==> config.mk <==
export PLATFORM = sky130hd
export DESIGN_NAME = led_driver_enable_mode_control
export DESIGN_NICKNAME = d
export VERILOG_FILES = /design/src/common/led_ctrl_pkg.sv /design/src/hdl/led_driver_enable_mode_control.sv
export VERILOG_INCLUDE_DIRS = /design/src /design/src/common
export SDC_FILE = /design/constraint.sdc
export NUM_CORES = 1
export LEC_CHECK = 0
export BUFFER_PORTS_ARGS = -buffer_cell sky130_fd_sc_hd__buf_4
export CAP_MARGIN = 20
export CELL_PAD_IN_SITES_DETAIL_PLACEMENT = 0
export CELL_PAD_IN_SITES_GLOBAL_PLACEMENT = 1
export CORE_UTILIZATION = 40
export CTS_CLUSTER_DIAMETER = 150
export DETAILED_ROUTE_END_ITERATION = 8
export PLACE_DENSITY_LB_ADDON = 0.25
export SYNTH_ARGS = -nofsm -noshare
export SYNTH_HDL_FRONTEND = slang
export SYNTH_SLANG_ARGS = --single-unit
==> constraint.sdc <==
create_clock -name i_ref_clk -period 2.9 [get_ports i_ref_clk]
set_input_delay 0.29 -clock i_ref_clk [delete_from_list [all_inputs] [get_ports i_ref_clk]]
set_output_delay 0.29 -clock i_ref_clk [all_outputs]
set_load 0.1 [all_outputs]
==> src/common/led_ctrl_defines.svh <==
// timing counts, widths and reset values for the enable and mode control
`ifndef LED_CTRL_DEFINES_SVH
`define LED_CTRL_DEFINES_SVH

`define CLK_HZ 25000000
`define CLK_PERIOD_NS 40

`define T_SHDN_NS 2500000
`define T_DELAY_NS 100000
`define T_DET_LOW_NS 260000
`define T_WIN_NS 1000000
`define T_STEP_NS 213000
`define T_HALF_NS 5000000
`define SW_FREQ_HZ 600000

// least times round up, longest times round down
`define SHDN_CYC ((`T_SHDN_NS + `CLK_PERIOD_NS - 1) / `CLK_PERIOD_NS)
`define DELAY_CYC ((`T_DELAY_NS + `CLK_PERIOD_NS - 1) / `CLK_PERIOD_NS)
`define DET_LOW_CYC ((`T_DET_LOW_NS + `CLK_PERIOD_NS - 1) / `CLK_PERIOD_NS)
`define WIN_CYC (`T_WIN_NS / `CLK_PERIOD_NS)
`define STEP_CYC (`T_STEP_NS / `CLK_PERIOD_NS)
`define HALF_CYC (`T_HALF_NS / `CLK_PERIOD_NS)
`define SW_DIV (`CLK_HZ / `SW_FREQ_HZ)

`define CNT_W 17
`define STEP_W 5
`define RAMP_W 6
`define SW_DIV_W 6
`define OL_W 4

`define RAMP_STEPS 6'h20
`define OL_CYCLES 4'h8
`define FULL_STEP 5'h1F

`endif

==> src/common/led_ctrl_pkg.sv <==
// types shared by the enable and mode control
`include "led_ctrl_defines.svh"

package led_ctrl_pkg;

   typedef logic [`CNT_W-1:0] cnt_t;
   typedef logic [`STEP_W-1:0] step_t;
   typedef logic [`RAMP_W-1:0] ramp_t;

   typedef enum logic [2:0] {
      ST_OFF    = 3'h1,
      ST_DETECT = 3'h2,
      ST_RUN    = 3'h4
   } ctl_state_e;

endpackage : led_ctrl_pkg

==> src/hdl/led_driver_enable_mode_control.sv <==
// enable, dimming mode detection, soft start and open-led shutdown control
// Notes on behaviour
// rising control pin in shutdown enables and opens detection window together
// control pin low longer than 2.5 ms shuts down; switch off
// mode chosen at every enable; pwm unless detection pattern seen
// host waits 100 us after enable, then drives low over 260 us
// qualifying low must finish before 1 ms window from rising edge
// switch to one-wire mode immediately when pattern completes
// mode held until shutdown and new enable
// reference rises to target in 32 steps of 213 us
// half current limit for first 5 ms, then full limit
// overvoltage with feedback under half for 8 cycles shuts down
// after open-led fault, stay off until control pin toggled
// 600 kHz switching clock; open-led checked once per cycle
// stored brightness defaults to full scale, restored by power reset
// pwm mode chops reference at control pin duty cycle
// control pin synchronised; all intervals timed by internal counters
`timescale 1ns/1ps
`include "led_ctrl_defines.svh"
module led_driver_enable_mode_control
   import led_ctrl_pkg::*;
#(
   parameter cnt_t SHDN_CYC = cnt_t'(`SHDN_CYC),
   parameter cnt_t DET_LOW_CYC = cnt_t'(`DET_LOW_CYC),
   parameter cnt_t WIN_CYC = cnt_t'(`WIN_CYC),
   parameter cnt_t STEP_CYC = cnt_t'(`STEP_CYC),
   parameter cnt_t HALF_CYC = cnt_t'(`HALF_CYC)
) (
   input wire logic i_ref_clk,
   input wire logic i_rst_b,
   input wire logic i_ctrl_pin,
   input wire logic i_switch_node_ovp,
   input wire logic i_feedback_node_low,
   input wire logic i_bright_load,
   input wire logic [`STEP_W-1:0] i_bright_code,
   output logic o_enabled,
   output logic o_switch_en,
   output logic o_detect_active,
   output logic o_mode_valid,
   output logic o_one_wire_mode,
   output logic [`RAMP_W-1:0] o_ramp_level,
   output logic o_ramp_done,
   output logic o_half_ilim,
   output logic [`STEP_W-1:0] o_ref_code,
   output logic o_ref_chop,
   output logic o_sw_tick,
   output logic o_open_led_fault
);
   localparam cnt_t DELAY_CYC = cnt_t'(`DELAY_CYC);
   localparam cnt_t CNT_MAX = {`CNT_W{1'b1}};
   localparam logic [`SW_DIV_W-1:0] SW_LAST = `SW_DIV_W'(`SW_DIV - 1);
   localparam logic [`OL_W-1:0] OL_LAST = `OL_CYCLES - 4'h1;

   // saturating increment for the low-time and window counters
   function automatic cnt_t sat_inc(input cnt_t v);
      if (v == CNT_MAX) begin
         sat_inc = v;
      end else begin
         sat_inc = v + cnt_t'(1);
      end
   endfunction : sat_inc

   // control pin synchroniser and edge history
   logic ctrl_meta_reg;
   logic ctrl_sync_reg;
   logic ctrl_last_reg;

   always_ff @(posedge i_ref_clk or negedge i_rst_b) begin
      if (!i_rst_b) begin
         ctrl_meta_reg <= 1'b0;
         ctrl_sync_reg <= 1'b0;
         ctrl_last_reg <= 1'b0;
      end else begin
         ctrl_meta_reg <= i_ctrl_pin;
         ctrl_sync_reg <= ctrl_meta_reg;
         ctrl_last_reg <= ctrl_sync_reg;
      end
   end

   wire ctrl_rise = ctrl_sync_reg & ~ctrl_last_reg;
   wire ctrl_fall = ~ctrl_sync_reg & ctrl_last_reg;
   // state
   ctl_state_e state_reg;
   ctl_state_e state_next;

   wire st_off = (state_reg == ST_OFF);
   wire st_detect = (state_reg == ST_DETECT);
   wire st_run = (state_reg == ST_RUN);
   wire st_on = ~st_off;
   // enable event opens the detection window in the same cycle
   wire enable_evt = st_off & ctrl_rise; // see R1

   // low-time counter, cleared whenever the pin is high
   cnt_t low_cnt_reg;
   cnt_t low_cnt_next;

   assign low_cnt_next = ctrl_sync_reg ? '0 : sat_inc(low_cnt_reg);

   always_ff @(posedge i_ref_clk or negedge i_rst_b) begin
      if (!i_rst_b) begin
         low_cnt_reg <= '0;
      end else begin
         low_cnt_reg <= low_cnt_next;
      end
   end

   wire shdn_hit = st_on & (low_cnt_reg >= SHDN_CYC);

   // detection window counter
   cnt_t win_cnt_reg;
   cnt_t win_cnt_next;

   assign win_cnt_next = enable_evt ? '0 :
                         st_detect ? sat_inc(win_cnt_reg) : win_cnt_reg;

   always_ff @(posedge i_ref_clk or negedge i_rst_b) begin
      if (!i_rst_b) begin
         win_cnt_reg <= '0;
      end else begin
         win_cnt_reg <= win_cnt_next;
      end
   end

   // window timed from the enabling rising edge
   wire win_end = st_detect & (win_cnt_reg >= WIN_CYC - cnt_t'(1));
   wire delay_done = win_cnt_reg >= DELAY_CYC;

   // a low period qualifies only if it began after the delay
   logic low_ok_reg;
   logic low_ok_next;

   assign low_ok_next = ctrl_sync_reg ? 1'b0 :
                        (ctrl_fall & st_detect & delay_done) ? 1'b1 :
                        low_ok_reg;

   always_ff @(posedge i_ref_clk or negedge i_rst_b) begin
      if (!i_rst_b) begin
         low_ok_reg <= 1'b0;
      end else begin
         low_ok_reg <= low_ok_next;
      end
   end

   // pattern complete: qualified low held more than the detect time
   wire det_hit = st_detect & low_ok_reg & (low_cnt_reg > DET_LOW_CYC); // see R4

   // open-led checking on the switching clock
   logic [`SW_DIV_W-1:0] sw_div_reg;
   logic [`SW_DIV_W-1:0] sw_div_next;
   logic sw_tick_reg;

   wire sw_wrap = (sw_div_reg == SW_LAST);

   assign sw_div_next = sw_wrap ? '0 : sw_div_reg + `SW_DIV_W'(1);

   always_ff @(posedge i_ref_clk or negedge i_rst_b) begin
      if (!i_rst_b) begin
         sw_div_reg <= '0;
         sw_tick_reg <= 1'b0;
      end else begin
         sw_div_reg <= sw_div_next;
         sw_tick_reg <= sw_wrap;
      end
   end

   logic [`OL_W-1:0] ol_cnt_reg;
   logic [`OL_W-1:0] ol_cnt_next;

   wire ol_cond = i_switch_node_ovp & i_feedback_node_low;
   wire ol_trip = st_on & sw_tick_reg & ol_cond & (ol_cnt_reg == OL_LAST);

   assign ol_cnt_next = st_off ? '0 :
                        ~sw_tick_reg ? ol_cnt_reg :
                        ol_cond ? ol_cnt_reg + `OL_W'(1) : '0;

   always_ff @(posedge i_ref_clk or negedge i_rst_b) begin
      if (!i_rst_b) begin
         ol_cnt_reg <= '0;
      end else begin
         ol_cnt_reg <= ol_cnt_next;
      end
   end

   // fault stays latched until the next enable
   logic fault_reg;
   logic fault_next;

   assign fault_next = ol_trip ? 1'b1 : enable_evt ? 1'b0 : fault_reg;

   always_ff @(posedge i_ref_clk or negedge i_rst_b) begin
      if (!i_rst_b) begin
         fault_reg <= 1'b0;
      end else begin
         fault_reg <= fault_next;
      end
   end

   // state transitions
   wire go_off = shdn_hit | ol_trip; // see R2

   always_comb begin
      state_next = state_reg;
      case (state_reg)
         ST_OFF: begin
            if (ctrl_rise) begin
               state_next = ST_DETECT;
            end
         end
         ST_DETECT: begin
            if (go_off) begin
               state_next = ST_OFF;
            end else if (det_hit | win_end) begin
               state_next = ST_RUN;
            end
         end
         ST_RUN: begin
            if (go_off) begin
               state_next = ST_OFF;
            end
         end
         default: begin
            state_next = ST_OFF;
         end
      endcase
   end

   always_ff @(posedge i_ref_clk or negedge i_rst_b) begin
      if (!i_rst_b) begin
         state_reg <= ST_OFF;
      end else begin
         state_reg <= state_next;
      end
   end

   // dimming mode, cleared to pwm at each enable
   logic mode_reg;
   logic mode_next;

   assign mode_next = enable_evt ? 1'b0 :
                      (det_hit & ~go_off) ? 1'b1 : mode_reg; // see R3 see R6

   always_ff @(posedge i_ref_clk or negedge i_rst_b) begin
      if (!i_rst_b) begin
         mode_reg <= 1'b0;
      end else begin
         mode_reg <= mode_next;
      end
   end

   // stored brightness step, full scale after power reset
   step_t bright_reg;
   step_t bright_next;

   wire bright_wr = i_bright_load & st_run & mode_reg;

   assign bright_next = bright_wr ? i_bright_code : bright_reg;

   always_ff @(posedge i_ref_clk or negedge i_rst_b) begin
      if (!i_rst_b) begin
         bright_reg <= `FULL_STEP;
      end else begin
         bright_reg <= bright_next;
      end
   end

   // soft-start ramp of the reference
   ramp_t ramp_reg;
   ramp_t ramp_next;
   cnt_t step_cnt_reg;
   cnt_t step_cnt_next;

   wire ramp_done = (ramp_reg == `RAMP_STEPS);
   wire step_end = st_on & ~ramp_done & (step_cnt_reg == STEP_CYC - cnt_t'(1));

   assign step_cnt_next = (enable_evt | step_end) ? '0 :
                          (st_on & ~ramp_done) ? step_cnt_reg + cnt_t'(1) : step_cnt_reg;
   assign ramp_next = enable_evt ? '0 :
                      step_end ? ramp_reg + ramp_t'(1) : ramp_reg;

   always_ff @(posedge i_ref_clk or negedge i_rst_b) begin
      if (!i_rst_b) begin
         ramp_reg <= '0;
         step_cnt_reg <= '0;
      end else begin
         ramp_reg <= ramp_next;
         step_cnt_reg <= step_cnt_next;
      end
   end

   // half current limit window after enable
   logic half_reg;
   logic half_next;
   cnt_t half_cnt_reg;
   cnt_t half_cnt_next;

   wire half_end = half_reg & (half_cnt_reg == HALF_CYC - cnt_t'(1));

   assign half_cnt_next = enable_evt ? '0 :
                          half_reg ? half_cnt_reg + cnt_t'(1) : half_cnt_reg;
   assign half_next = enable_evt ? 1'b1 : half_end ? 1'b0 : half_reg;

   always_ff @(posedge i_ref_clk or negedge i_rst_b) begin
      if (!i_rst_b) begin
         half_reg <= 1'b0;
         half_cnt_reg <= '0;
      end else begin
         half_reg <= half_next;
         half_cnt_reg <= half_cnt_next;
      end
   end

   // chopped reference in pwm mode, steady in one-wire mode
   logic chop_reg;
   logic chop_next;

   assign chop_next = st_run & ~go_off & (mode_reg | ctrl_sync_reg); // see R14

   always_ff @(posedge i_ref_clk or negedge i_rst_b) begin
      if (!i_rst_b) begin
         chop_reg <= 1'b0;
      end else begin
         chop_reg <= chop_next;
      end
   end

   // outputs
   assign o_enabled = st_on;
   assign o_switch_en = st_on; // see R2
   assign o_detect_active = st_detect;
   assign o_mode_valid = st_run;
   assign o_one_wire_mode = mode_reg;
   assign o_ramp_level = ramp_reg;
   assign o_ramp_done = ramp_done;
   assign o_half_ilim = half_reg & st_on;
   assign o_ref_code = bright_reg;
   assign o_ref_chop = chop_reg;
   assign o_sw_tick = sw_tick_reg;
   assign o_open_led_fault = fault_reg;
endmodule : led_driver_enable_mode_control
==> out/results.txt, run 1 <==
Result of the run = complete, no violations
Max-Slew Margin vs Limit = 60.9%
Root buf cell = sky130_fd_sc_hd__clkbuf_16
Top cell type's share of synthesized area = 46.2%
Wire length of the first global-routing pass = 17.9 mm
Pwr dens = 550 nW/um^2
Clock tree from TritonCTS = yes
Sequence of cells on the critical path = ha_1 > nand2_1 > nor2_1 > nand2_1 > nor4_1 > ha_1 > or4b_2 > nor3_2 > nand4_1 > xnor2_1 > nor2_1
Top FF cell, synth = sky130_fd_sc_hd__dfrtp_1
Slowest cell on the critical path = sky130_fd_sc_hd__or4b_2
Setup repair after global routing missed its margin = yes
Post-layout minimum cycle time = 2.73 ns
Initial core utilization = 40.9%
Synthesized area divided by synthesized cell count = 9.90 sq um
HPWL Detailed = 7.25 mm
Total placed instance area = 5600 sq um
Total number of clock tree sinks = 101
Max-slew violation count = 0
Portion of the clock cycle consumed by the worst path in the final layout = 94.2%
Worst Hold Class = input pin to flop
Synthesized Nets = 545
Htree depth = 3
Number of search-and-repair iterations in the first detailed-routing pass = 4
Max-cap viol count = 0
Worst Path Class, Setup = flop to flop
Layout Utilization = 47.3%
Crit-path max FO = 5
Count of buffering cells on the critical path with inverters included = 0
DRC = 0
Share of cells above drive strength 1 = 14.1%
Overall power after layout = 3.27 mW
Number of fill cells in the layout = 1230
Initial drt markers = 125
Count of buffers added by post-CTS timing repair for setup = 0
Last weighted congestion value of the routability-driven placer = 0.773
Latest clock arrival within the worst-skew pair = 0.35 ns
Worst voltage drop across the vdd grid = 495 uV
Maximum achievable frequency = 366 MHz
Number of synthesized flops with an enable pin = 0
Final setup violating endpoints = 0
Register area share after synthesis = 49.3%
Kind of cell with the highest combined delay on the critical path = simple AND/OR/NAND/NOR gates
Count of buffers from port buffering = 31
Area of the core = 12600 sq um
Total Routing Usage GR = 17.3%
Clock slew at reported path FFs = 0.07 ns
Post-Syn Instances = 520
Required @ worst endpoint = 3.14 ns
Maximum count of clock buffers along a single path = 2
Startpoint class of the critical path = flop
Global-route congestion overflow total = 0
Register area = 2530 sq um
Transition at the pin with the smallest max-transition slack = 0.586 ns
Endpoints failing hold = 0
Data arrival time of the worst path = 2.97 ns
Number of distinct standard cells referenced by the synthesized netlist = 59
Static power due to leakage = 2.59 nW
Routed Wire Length = 10.5 mm
Final #Nets = 579
Synthesis-stage register bit count = 101
Proportion of register bits with asynchronous set or reset after synthesis = 100%
Yosys Warn Count = 0
Initial antenna violation count = 0
Post-Synthesis Cell Area = 5150 sq um
Antenna cells = 0
Maximum number of pins on one net before global-route repair = 59
Vias in the first global route = 3592
Number of ports placed on the die boundary = 32
Nature of the critical path endpoint = flop
DIE HEIGHT = 115 um
Floorplan die width = 115 um
Final non-filler cell area = 5940 sq um
Cell types occupying the most area after synthesis = sky130_fd_sc_hd__dfrtp_1, sky130_fd_sc_hd__nor2_1, sky130_fd_sc_hd__xor2_1, sky130_fd_sc_hd__xnor2_1, sky130_fd_sc_hd__ha_1
Per-cell routed wire length = 14.4 um
Placement Rows = 41
Floorplan die area = 13300 sq um
Worst slack on hold paths = 0.0412 ns
Worst clock skew on the final layout = 0.00903 ns
Vias post-DR = 3825
Area delta synth->final = 15.4%
Delay of the slowest cell on the worst path = 0.72 ns
Count of nets left with antenna violations after detail routing = 0
Number of clock buffers inserted by TritonCTS = 9
Leading area contributor after synthesis = sky130_fd_sc_hd__dfrtp_1
Area of the multi-input gates = 2500 sq um
Post-DR vias/cell = 5.23
cells in the final DEF (no fill, tap or decap), drive strengths merged, types with 3 or more instances in the layout:
cell,instances
a211oi,6
dfstp,6
nor4,7
mux2,6
and2,4
nor3,19
nand3b,3
xor2,36
xnor2,24
o31ai,5
and4,5
or3,5
nor3b,5
buf,38
inv,15
nand2,33
dfrtp,95
and3,8
o21ai,15
a22o,3
nor2,85
ha,14
nor4bb,3
nand4,16
nand3,32
o211ai,3
or4,5
nor2b,5
a21oi,11
o2111ai,4
clkbuf,12
mux2i,4
metal layers:
metal | track usage, % | routed length, um | up-vias
met5 | 0 | 0 | -
met4 | 3.90 | 91 | 0
met3 | 5.28 | 350 | 7
met2 | 27.1 | 4890 | 48
met1 | 23.5 | 5180 | 1867
li1 | - | - | 1903
worst paths after layout:
path	from	endpoint	slack [ns]	depth (start not counted)
min in group asynchronous	i_rst_b	ol_cnt_reg[1]	0.49	2
max in group asynchronous	i_rst_b	half_cnt_reg[5]	1.71	3
max	win_cnt_reg[0]	win_cnt_reg[11]	0.17	11
max reg2reg	win_cnt_reg[0]	win_cnt_reg[11]	0.17	11
min reg2reg	ctrl_meta_reg	ctrl_sync_reg	0.37	0
min	i_ctrl_pin	ctrl_meta_reg	0.04	1
where the power goes:
group,total [mW],internal (mW),switching (mW)
sequential,1.57,1.48,0.0943
clock,1.32,0.801,0.519
combinational,0.372,0.130,0.242
synthesized netlist by cell type, types with 3 or more instances:
| library cell | number |
|---|---|
| sky130_fd_sc_hd__a21oi_1 | 11 |
| sky130_fd_sc_hd__or4_1 | 5 |
| sky130_fd_sc_hd__inv_1 | 14 |
| sky130_fd_sc_hd__nor2_1 | 85 |
| sky130_fd_sc_hd__clkbuf_1 | 10 |
| sky130_fd_sc_hd__dfrtp_1 | 95 |
| sky130_fd_sc_hd__or3_1 | 5 |
| sky130_fd_sc_hd__ha_1 | 14 |
| sky130_fd_sc_hd__and4_1 | 5 |
| sky130_fd_sc_hd__nand3_1 | 32 |
| sky130_fd_sc_hd__nor4_1 | 6 |
| sky130_fd_sc_hd__nor4bb_1 | 3 |
| sky130_fd_sc_hd__dfstp_2 | 6 |
| sky130_fd_sc_hd__mux2i_1 | 4 |
| sky130_fd_sc_hd__mux2_2 | 6 |
| sky130_fd_sc_hd__nand4_1 | 16 |
| sky130_fd_sc_hd__and3_1 | 8 |
| sky130_fd_sc_hd__nand2_1 | 33 |
| sky130_fd_sc_hd__o21ai_0 | 15 |
| sky130_fd_sc_hd__nor2b_1 | 5 |
| sky130_fd_sc_hd__buf_2 | 3 |
| sky130_fd_sc_hd__xor2_1 | 36 |
| sky130_fd_sc_hd__nor3_1 | 18 |
| sky130_fd_sc_hd__a22o_1 | 3 |
| sky130_fd_sc_hd__a211oi_1 | 6 |
| sky130_fd_sc_hd__o2111ai_1 | 4 |
| sky130_fd_sc_hd__o31ai_1 | 5 |
| sky130_fd_sc_hd__xnor2_1 | 24 |
| sky130_fd_sc_hd__nor3b_1 | 3 |
| sky130_fd_sc_hd__and2_1 | 4 |
kinds of logic (layout without fill, tap and decap cells):
family	count (synthesis)	in the layout	synth area share [%]
xor gates and xnor gates	60	60	10.2
DFF	101	101	49.3
AOI/OAI and AO/OA	62	62	8.46
and+or+nand+nor	242	242	24.1
adders and majority gates	14	14	3.40
muxes	10	10	2.09
buffers and inverters	31	70	2.48
layout make-up:
cell class / count / share of cell area (%)
Timing Repair Buffer: 39 / 5.18
Multi-Input combinational cell: 388 / 42.1
Clock buffer: 12 / 4.32
Tap cell: 172 / 3.62
Sequential cell: 101 / 42.7
Inverter: 15 / 0.948
Clock inverter: 4 / 1.18
per-stage QoR:
| stage | instances | setup WS [ns] | setup TNS, ns |
|---|---|---|---|
| 6_report | 731 | 0.167 | 0 |
| 5_1_grt | 731 | -0.0202 | -0.0214 |
| 4_1_cts | 731 | 0.177 | 0 |
| 3_5_place_dp | 714 | 0.185 | 0 |
| 3_3_place_gp | 714 | 0.258 | 0 |
| 2_1_floorplan | 520 | 0.250 | 0 |
worst register-to-register path, stage by stage (launching register included):
cell                      delay (ns)
sky130_fd_sc_hd__dfrtp_1        0.42
sky130_fd_sc_hd__ha_1           0.25
sky130_fd_sc_hd__nand2_1        0.14
sky130_fd_sc_hd__nor2_1         0.06
sky130_fd_sc_hd__nand2_1        0.06
sky130_fd_sc_hd__nor4_1         0.05
sky130_fd_sc_hd__ha_1           0.20
sky130_fd_sc_hd__or4b_2         0.72
sky130_fd_sc_hd__nor3_2         0.37
sky130_fd_sc_hd__nand4_1        0.16
sky130_fd_sc_hd__xnor2_1        0.15
sky130_fd_sc_hd__nor2_1         0.05
what timing repair did:
action / CTS / global route
hold buffers: 1 / 0
endpoints found under the setup margin: 0 / 2
resized for setup: 0 / 0
endpoints found under the hold margin: 37 / 0
No activity file was read; power rests on OpenSTA's default activity.
==> run 2, diff against run 1 <==
Settings changed: ABC_AREA set to 1, PLACE_DENSITY set to 0.82, PLACE_DENSITY_LB_ADDON 0.25 to not set.
==> out/results.txt, run 2 <==
Most frequent standard cell in the layout excluding fill and tap cells = sky130_fd_sc_hd__nand2_1
Placement Rows = 42 (+2.4%)
Htree depth = 3 (unchanged)
Maximum achievable frequency = 450 MHz (+23%)
HPWL Detailed = 8.66 mm (+20%)
Delay of the slowest cell on the worst path = 0.39 ns (-0.33 ns)
Max-slew violation count = 0 (unchanged)
Number of cells traversed by the worst register-to-register path = 11 (unchanged)
Sequence of cells on the critical path = nand2_1 > nor3_1 > nand4_1 > nor4_1 > ha_1 > nand2_4 > nand3_1 > nor2_1 > nand2_1 > nor2_1 > o221a_2
Setup repair after global routing missed its margin = no
DIE HEIGHT = 121 um (+4.5%)
Internal power = 2.72 mW (+13%)
Total Routing Usage GR = 17.6% (+0.34 points)
Clock tree from TritonCTS = yes
Net switching component of the power = 1.60 mW (+87%)
Slowest cell on the critical path = sky130_fd_sc_hd__dfrtp_1
Global-route congestion overflow total = 0 (unchanged)
Initial drt markers = 416 (+230%)
Portion of the clock cycle consumed by the worst path in the final layout = 76.7% (-18 points)
Number of synthesized flops with an enable pin = 0 (unchanged)
Crit-path max FO = 10 (+5)
Post-DR vias/cell = 5.10 (-2.6%)
Vias post-DR = 4736 (+24%)
Data arrival time of the worst path = 2.46 ns (-0.51 ns)
Static power due to leakage = 3.08 nW (+19%)
Final setup violating endpoints = 0 (unchanged)
Post-Synthesis Cell Area = 5630 sq um (+9.5%)
Most instantiated library cell after synthesis = sky130_fd_sc_hd__nand2_1
Max-cap viol count = 0 (unchanged)
Root buf cell = sky130_fd_sc_hd__clkbuf_16
Transition at the pin with the smallest max-transition slack = 0.824 ns (+0.238 ns)
Worst voltage drop across the vdd grid = 524 uV (+5.9%)
Required @ worst endpoint = 3.14 ns (about the same)
Post-cts gate resize count = 0 (unchanged)
Result of the run = complete, no violations
Switching fraction of total power = 37.0% (+11 points)
Synthesized Nets = 737 (+35%)
Worst Hold Class = input pin to async pin
Area of the core = 13500 sq um (+7.5%)
Leading post-synthesis cells by instance count = sky130_fd_sc_hd__nand2_1, sky130_fd_sc_hd__nor2_1, sky130_fd_sc_hd__dfrtp_1
Yosys Warn Count = 0 (unchanged)
Number of search-and-repair iterations in the first detailed-routing pass = 5 (+1)
Fin Setup TNS = 0 ns (unchanged)
Antenna cells = 0 (unchanged)
Post-Syn Instances = 712 (+37%)
Cell types occupying the most area after synthesis = sky130_fd_sc_hd__dfrtp_1, sky130_fd_sc_hd__nand2_1, sky130_fd_sc_hd__nor2_1, sky130_fd_sc_hd__inv_1, sky130_fd_sc_hd__nand3_1
Worst clock skew on the final layout = 0.00721 ns (-0.00182 ns)
Share of cells above drive strength 1 = 14.2% (+0.077 points)
Pwr dens = 674 nW/um^2 (+23%)
Count of buffers from port buffering = 31 (unchanged)
Floorplan die area = 14600 sq um (+9.3%)
Worst Path Class, Setup = flop to flop
Number of clock buffers inserted by TritonCTS = 9 (unchanged)
Final #Nets = 773 (+34%)
Synthesis-stage register bit count = 101 (unchanged)
Maximum count of clock buffers along a single path = 2 (unchanged)
Vias in the first global route = 4486 (+25%)
Initial antenna violation count = 0 (unchanged)
Proportion of register bits with asynchronous set or reset after synthesis = 100% (unchanged)
Portion of total power attributed to sequential cells = 39.3% (-8.9 points)
Post-layout minimum cycle time = 2.22 ns (-0.508 ns)
Leading area contributor after synthesis = sky130_fd_sc_hd__dfrtp_1
Per-cell routed wire length = 12.8 um (-11%)
Endpoints failing hold = 0 (unchanged)
Routed Wire Length = 11.9 mm (+13%)
Floorplan die width = 121 um (+4.5%)
Register area share after synthesis = 45.0% (-4.3 points)
Top cell type's share of synthesized area = 42.2% (-4.0 points)
DRC = 0 (unchanged)
Last weighted congestion value of the routability-driven placer = 0.828 (+7.0%)
Maximum number of pins on one net before global-route repair = 66 (+12%)
Latest clock arrival within the worst-skew pair = 0.35 ns (about the same)
Count of nets left with antenna violations after detail routing = 0 (unchanged)
Power share of the clock group = 32.1% (-8.3 points)
Area delta synth->final = 13.6%
Startpoint class of the critical path = flop
Max-Slew Margin vs Limit = 45.0% (-16 points)
Number of hold buffers added after CTS = 0 (-1)
Number of distinct standard cells referenced by the synthesized netlist = 47 (-20%)
Most frequent cells in the layout = sky130_fd_sc_hd__nand2_1, sky130_fd_sc_hd__nor2_1, sky130_fd_sc_hd__dfrtp_1
Logic gate share of total power = 28.7% (+17 points)
Number of ports placed on the die boundary = 32 (unchanged)
Total number of clock tree sinks = 101 (unchanged)
Synthesized area divided by synthesized cell count = 7.91 sq um (-20%)
Overall power after layout = 4.31 mW (+32%)
Clock slew at reported path FFs = 0.07 ns (about the same)
Top FF cell, synth = sky130_fd_sc_hd__dfrtp_1
Wire length of the first global-routing pass = 20.4 mm (+15%)
Nature of the critical path endpoint = flop
Count of buffers added by post-CTS timing repair for setup = 0 (unchanged)
Initial core utilization = 41.7% (+0.76 points)
run 2: cell type report:
type                            count  area, sq um
Clock buffer                       12          246
Clock inverter                      4         95.1
Fill cell                        1280         7110
Inverter                           97          364
Multi-Input combinational cell    504         2680
Sequential cell                   101         2530
Tap cell                          176          220
Timing Repair Buffer               35          263
run 2: per-stage QoR:
| step | hold WS (ns) | setup WS, ns | utilization [%] | cells | area, sq um |
|---|---|---|---|---|---|
| after floorplan | -0.00559 | 0.0548 | - | 712 | 5640 |
| final | 0.0351 | 0.675 | 47.4 | 929 | 6400 |
| after detailed placement | 0.343 | 0.703 | 44.9 | 913 | 6060 |
| after global routing | 0.0401 | 0.383 | 47.4 | 929 | 6400 |
| after global placement | 0.336 | 0.785 | 44.9 | 913 | 6060 |
| after CTS | 0.0353 | 0.686 | 47.4 | 929 | 6400 |
run 2: layer usage:
metal / vias up / track usage, % / routed length, um
li1: 2417 / - / -
met3: 12 / 2.88 / 368
met2: 90 / 28.0 / 5440
met4: 0 / 6.71 / 177
met5: - / 0 / 0
met1: 2217 / 24.1 / 5930
run 2: path summary, 6_finish.rpt:
kind                                 from              end  slack (ns)
setup / recovery           low_cnt_reg[8]   low_cnt_reg[8]        0.68
hold / removal                    i_rst_b       o_ref_chop        0.04
setup reg to reg           low_cnt_reg[8]   low_cnt_reg[8]        0.68
hold reg to reg             ctrl_meta_reg    ctrl_sync_reg        0.35
max in group asynchronous         i_rst_b  low_cnt_reg[11]        2.10
min in group i_ref_clk         i_ctrl_pin    ctrl_meta_reg        0.05
run 2: power by group through the flow:
stage	clock, mW	sequential [mW]	combinational [mW]
floorplan	0	1.84	0.836
global placement	0	1.71	1.23
detailed placement	0	1.71	1.25
CTS	1.43	1.69	1.25
global route	1.48	1.71	1.36
finish	1.38	1.69	1.24
run 2: cell families after synthesis:
logic type / share of synthesized area [%]
simple gates: 32.1
buf+inv: 7.57
flops: 45.0
compound gates: 9.06
xor+xnor: 2.18
fa+ha+maj: 3.11
mux: 0.999
run 2: worst max-delay path: cells and delay by family, from the launching register on:
family,cells,cell delay (ns)
and+or+nand+nor,9,1.19
DFF,1,0.39
adders and majority gates,1,0.31
AOI/OAI and AO/OA,1,0.22
==> run 3, diff against run 2 <==
Settings changed: PLACE_DENSITY 0.82 to 0.85.
Clock period 2.9 ns to 2 ns, I/O delays scaled along.
==> out/results.txt, run 3 (synthesis gave the netlist of run 2 again) <==
Last weighted congestion value of the routability-driven placer = 0.893 (+7.8%)
Routed Wire Length = 12.6 mm (+5.5%)
Number of ports placed on the die boundary = 32 (unchanged)
Placement Rows = 42 (unchanged)
Slowest cell on the critical path = sky130_fd_sc_hd__dfrtp_1
Total number of clock tree sinks = 101 (unchanged)
Area of the multi-input gates = 2760 sq um (+2.9%)
Maximum number of pins on one net before global-route repair = 44 (-33%)
Required @ worst endpoint = 2.29 ns (-0.85 ns)
Share of cells above drive strength 1 = 20.0% (+5.8 points)
Number of search-and-repair iterations in the first detailed-routing pass = 5 (unchanged)
Fin Setup TNS = 0 ns (unchanged)
Floorplan die width = 121 um (unchanged)
DIE HEIGHT = 121 um (unchanged)
Number of fill cells in the layout = 1258 (-1.7%)
Area of the core = 13500 sq um (unchanged)
Maximum count of clock buffers along a single path = 2 (unchanged)
Final cell count without fillers = 957 (+3.0%)
Portion of the clock cycle consumed by the worst path in the final layout = 95.9% (+19 points)
Maximum achievable frequency = 521 MHz (+16%)
Antenna cells = 0 (unchanged)
Crit-path max FO = 5 (-5)
Transition at the pin with the smallest max-transition slack = 0.554 ns (-0.270 ns)
Worst Hold Class = input pin to flop
Final #Nets = 801 (+3.6%)
Max-cap viol count = 0 (unchanged)
Max-Slew Margin vs Limit = 63.0% (+18 points)
HPWL Detailed = 9.14 mm (+5.5%)
Nature of the critical path endpoint = flop
Data arrival time of the worst path = 2.21 ns (-0.25 ns)
Initial drt markers = 238 (-43%)
Portion of total power attributed to sequential cells = 38.0% (-1.3 points)
Count of buffers from port buffering = 31 (unchanged)
Post-DR vias/cell = 5.15 (+1.1%)
Worst Path Class, Setup = flop to flop
Wire length of the first global-routing pass = 21.5 mm (+5.3%)
Area delta synth->final = 19.6%
Worst voltage drop across the vdd grid = 786 uV (+50%)
Kind of cell with the highest combined delay on the critical path = simple AND/OR/NAND/NOR gates
Initial antenna violation count = 0 (unchanged)
Most frequent cells in the layout = sky130_fd_sc_hd__nand2_1, sky130_fd_sc_hd__nor2_1, sky130_fd_sc_hd__dfrtp_1
Cells after DPL = 936 (+2.5%)
Worst clock skew on the final layout = 0.00794 ns (+0.000737 ns)
Floorplan die area = 14600 sq um (unchanged)
Root buf cell = sky130_fd_sc_hd__clkbuf_16
Startpoint class of the critical path = flop
Global-route congestion overflow total = 0 (unchanged)
Number of clock buffers inserted by TritonCTS = 9 (unchanged)
Net switching component of the power = 2.40 mW (+50%)
Clock tree from TritonCTS = yes
Vias in the first global route = 4692 (+4.6%)
Post-layout minimum cycle time = 1.92 ns (-0.306 ns)
Endpoints failing hold = 0 (unchanged)
Max-slew violation count = 0 (unchanged)
Initial core utilization = 41.7% (unchanged)
Smallest setup slack after layout = 0.0810 ns (-0.594 ns)
Per-cell routed wire length = 13.1 um (+2.4%)
Count of nets left with antenna violations after detail routing = 0 (unchanged)
Switching fraction of total power = 37.1% (+0.059 points)
Power share of the clock group = 32.0% (about the same)
Total Routing Usage GR = 18.6% (+0.99 points)
Register area = 2540 sq um (+0.30%)
Htree depth = 3 (unchanged)
Final setup violating endpoints = 0 (unchanged)
Worst slack on hold paths = 0.0779 ns (+0.0427 ns)
Result of the run = complete, no violations
Pwr dens = 960 nW/um^2 (+42%)
Internal power = 4.07 mW (+50%)
DRC = 0 (unchanged)
Logic gate share of total power = 30.1% (+1.4 points)
Count of buffering cells on the critical path with inverters included = 0 (unchanged)
Most frequent standard cell in the layout excluding fill and tap cells = sky130_fd_sc_hd__nand2_1
Sequence of cells on the critical path = ha_1 > nand4_1 > nor4_2 > ha_2 > nand2_4 > nand3_1 > or2_4 > o21ai_1 > nand2_1 > nor2_1
Setup repair after global routing missed its margin = yes
Overall power after layout = 6.47 mW (+50%)
Post-Place Setup Slack = 0.00753 ns (-0.695 ns)
Delay of the slowest cell on the worst path = 0.40 ns (about the same)
Vias post-DR = 4932 (+4.1%)
Latest clock arrival within the worst-skew pair = 0.35 ns (about the same)
Clock slew at reported path FFs = 0.07 ns (about the same)
Static power due to leakage = 3.22 nW (+4.4%)
-- run 3: cell count changes in the layout (fill, tap and decap cells not counted), moves of 4 or more --
cell,change
sky130_fd_sc_hd__o21ai_0,-4
sky130_fd_sc_hd__buf_4,+25
sky130_fd_sc_hd__dfrtp_1,-6
sky130_fd_sc_hd__nor2_1,-4
sky130_fd_sc_hd__dfrtp_2,+6
sky130_fd_sc_hd__o21ai_1,+4
-- run 3: cell type report --
| type | count | share of cell area, % |
|---|---|---|
| clock buffer | 11 | 3.75 |
| clock inverter | 5 | 1.58 |
| inverter | 97 | 5.48 |
| multi-input combinational | 504 | 40.9 |
| sequential | 101 | 37.7 |
| tap | 176 | 3.27 |
| timing repair buffer | 63 | 7.28 |
-- run 3: power groups by stage --
| stage | Clock (mW) | Combinational (mW) | Sequential, mW |
|---|---|---|---|
| floorplan | 0 | 1.22 | 2.69 |
| global placement | 0 | 1.89 | 2.48 |
| detailed placement | 0 | 1.92 | 2.49 |
| CTS | 2.13 | 1.92 | 2.45 |
| global route | 2.21 | 2.13 | 2.48 |
| finish | 2.07 | 1.94 | 2.46 |
-- run 3: layer usage --
layer  vias to the layer above  share of wire (%)  global-route usage (%)
li1                       2468                  -                       -
met1                      2330                 47                    24.7
met2                       112                 46                    30.0
met3                        22                4.5                    3.07
met4                         0                1.9                    8.02
met5                         -                  0                       0
-- run 3: worst paths after layout --
check                                 start              end  slack, ns  cells past startpoint
setup / recovery             low_cnt_reg[0]  low_cnt_reg[14]       0.08                     10
max in group asynchronous           i_rst_b  o_ramp_level[3]       0.92                      3
hold reg to reg               ctrl_meta_reg    ctrl_sync_reg       0.35                      0
min in group asynchronous           i_rst_b  low_cnt_reg[13]       0.38                      2
hold / removal             i_bright_code[1]    o_ref_code[1]       0.08                      2
setup reg to reg             low_cnt_reg[0]  low_cnt_reg[14]       0.08                     10
-- run 3: repair_timing --
| action | 4_1_cts | 5_1_grt |
|---|---|---|
| endpoints found under the hold margin | 41 | 0 |
| hold buffers | 2 | 0 |
| setup buffers | 0 | 3 |
| endpoints found under the setup margin | 2 | 24 |
| resized for setup | 2 | 22 |
| pin swaps | 0 | 7 |
-- run 3: stage by stage --
step	utilization [%]	cell area, sq um
floorplan	-	5660
finish	49.9	6740
global placement	46.4	6260
detailed placement	46.4	6260
global route	49.9	6740
CTS	49.2	6650
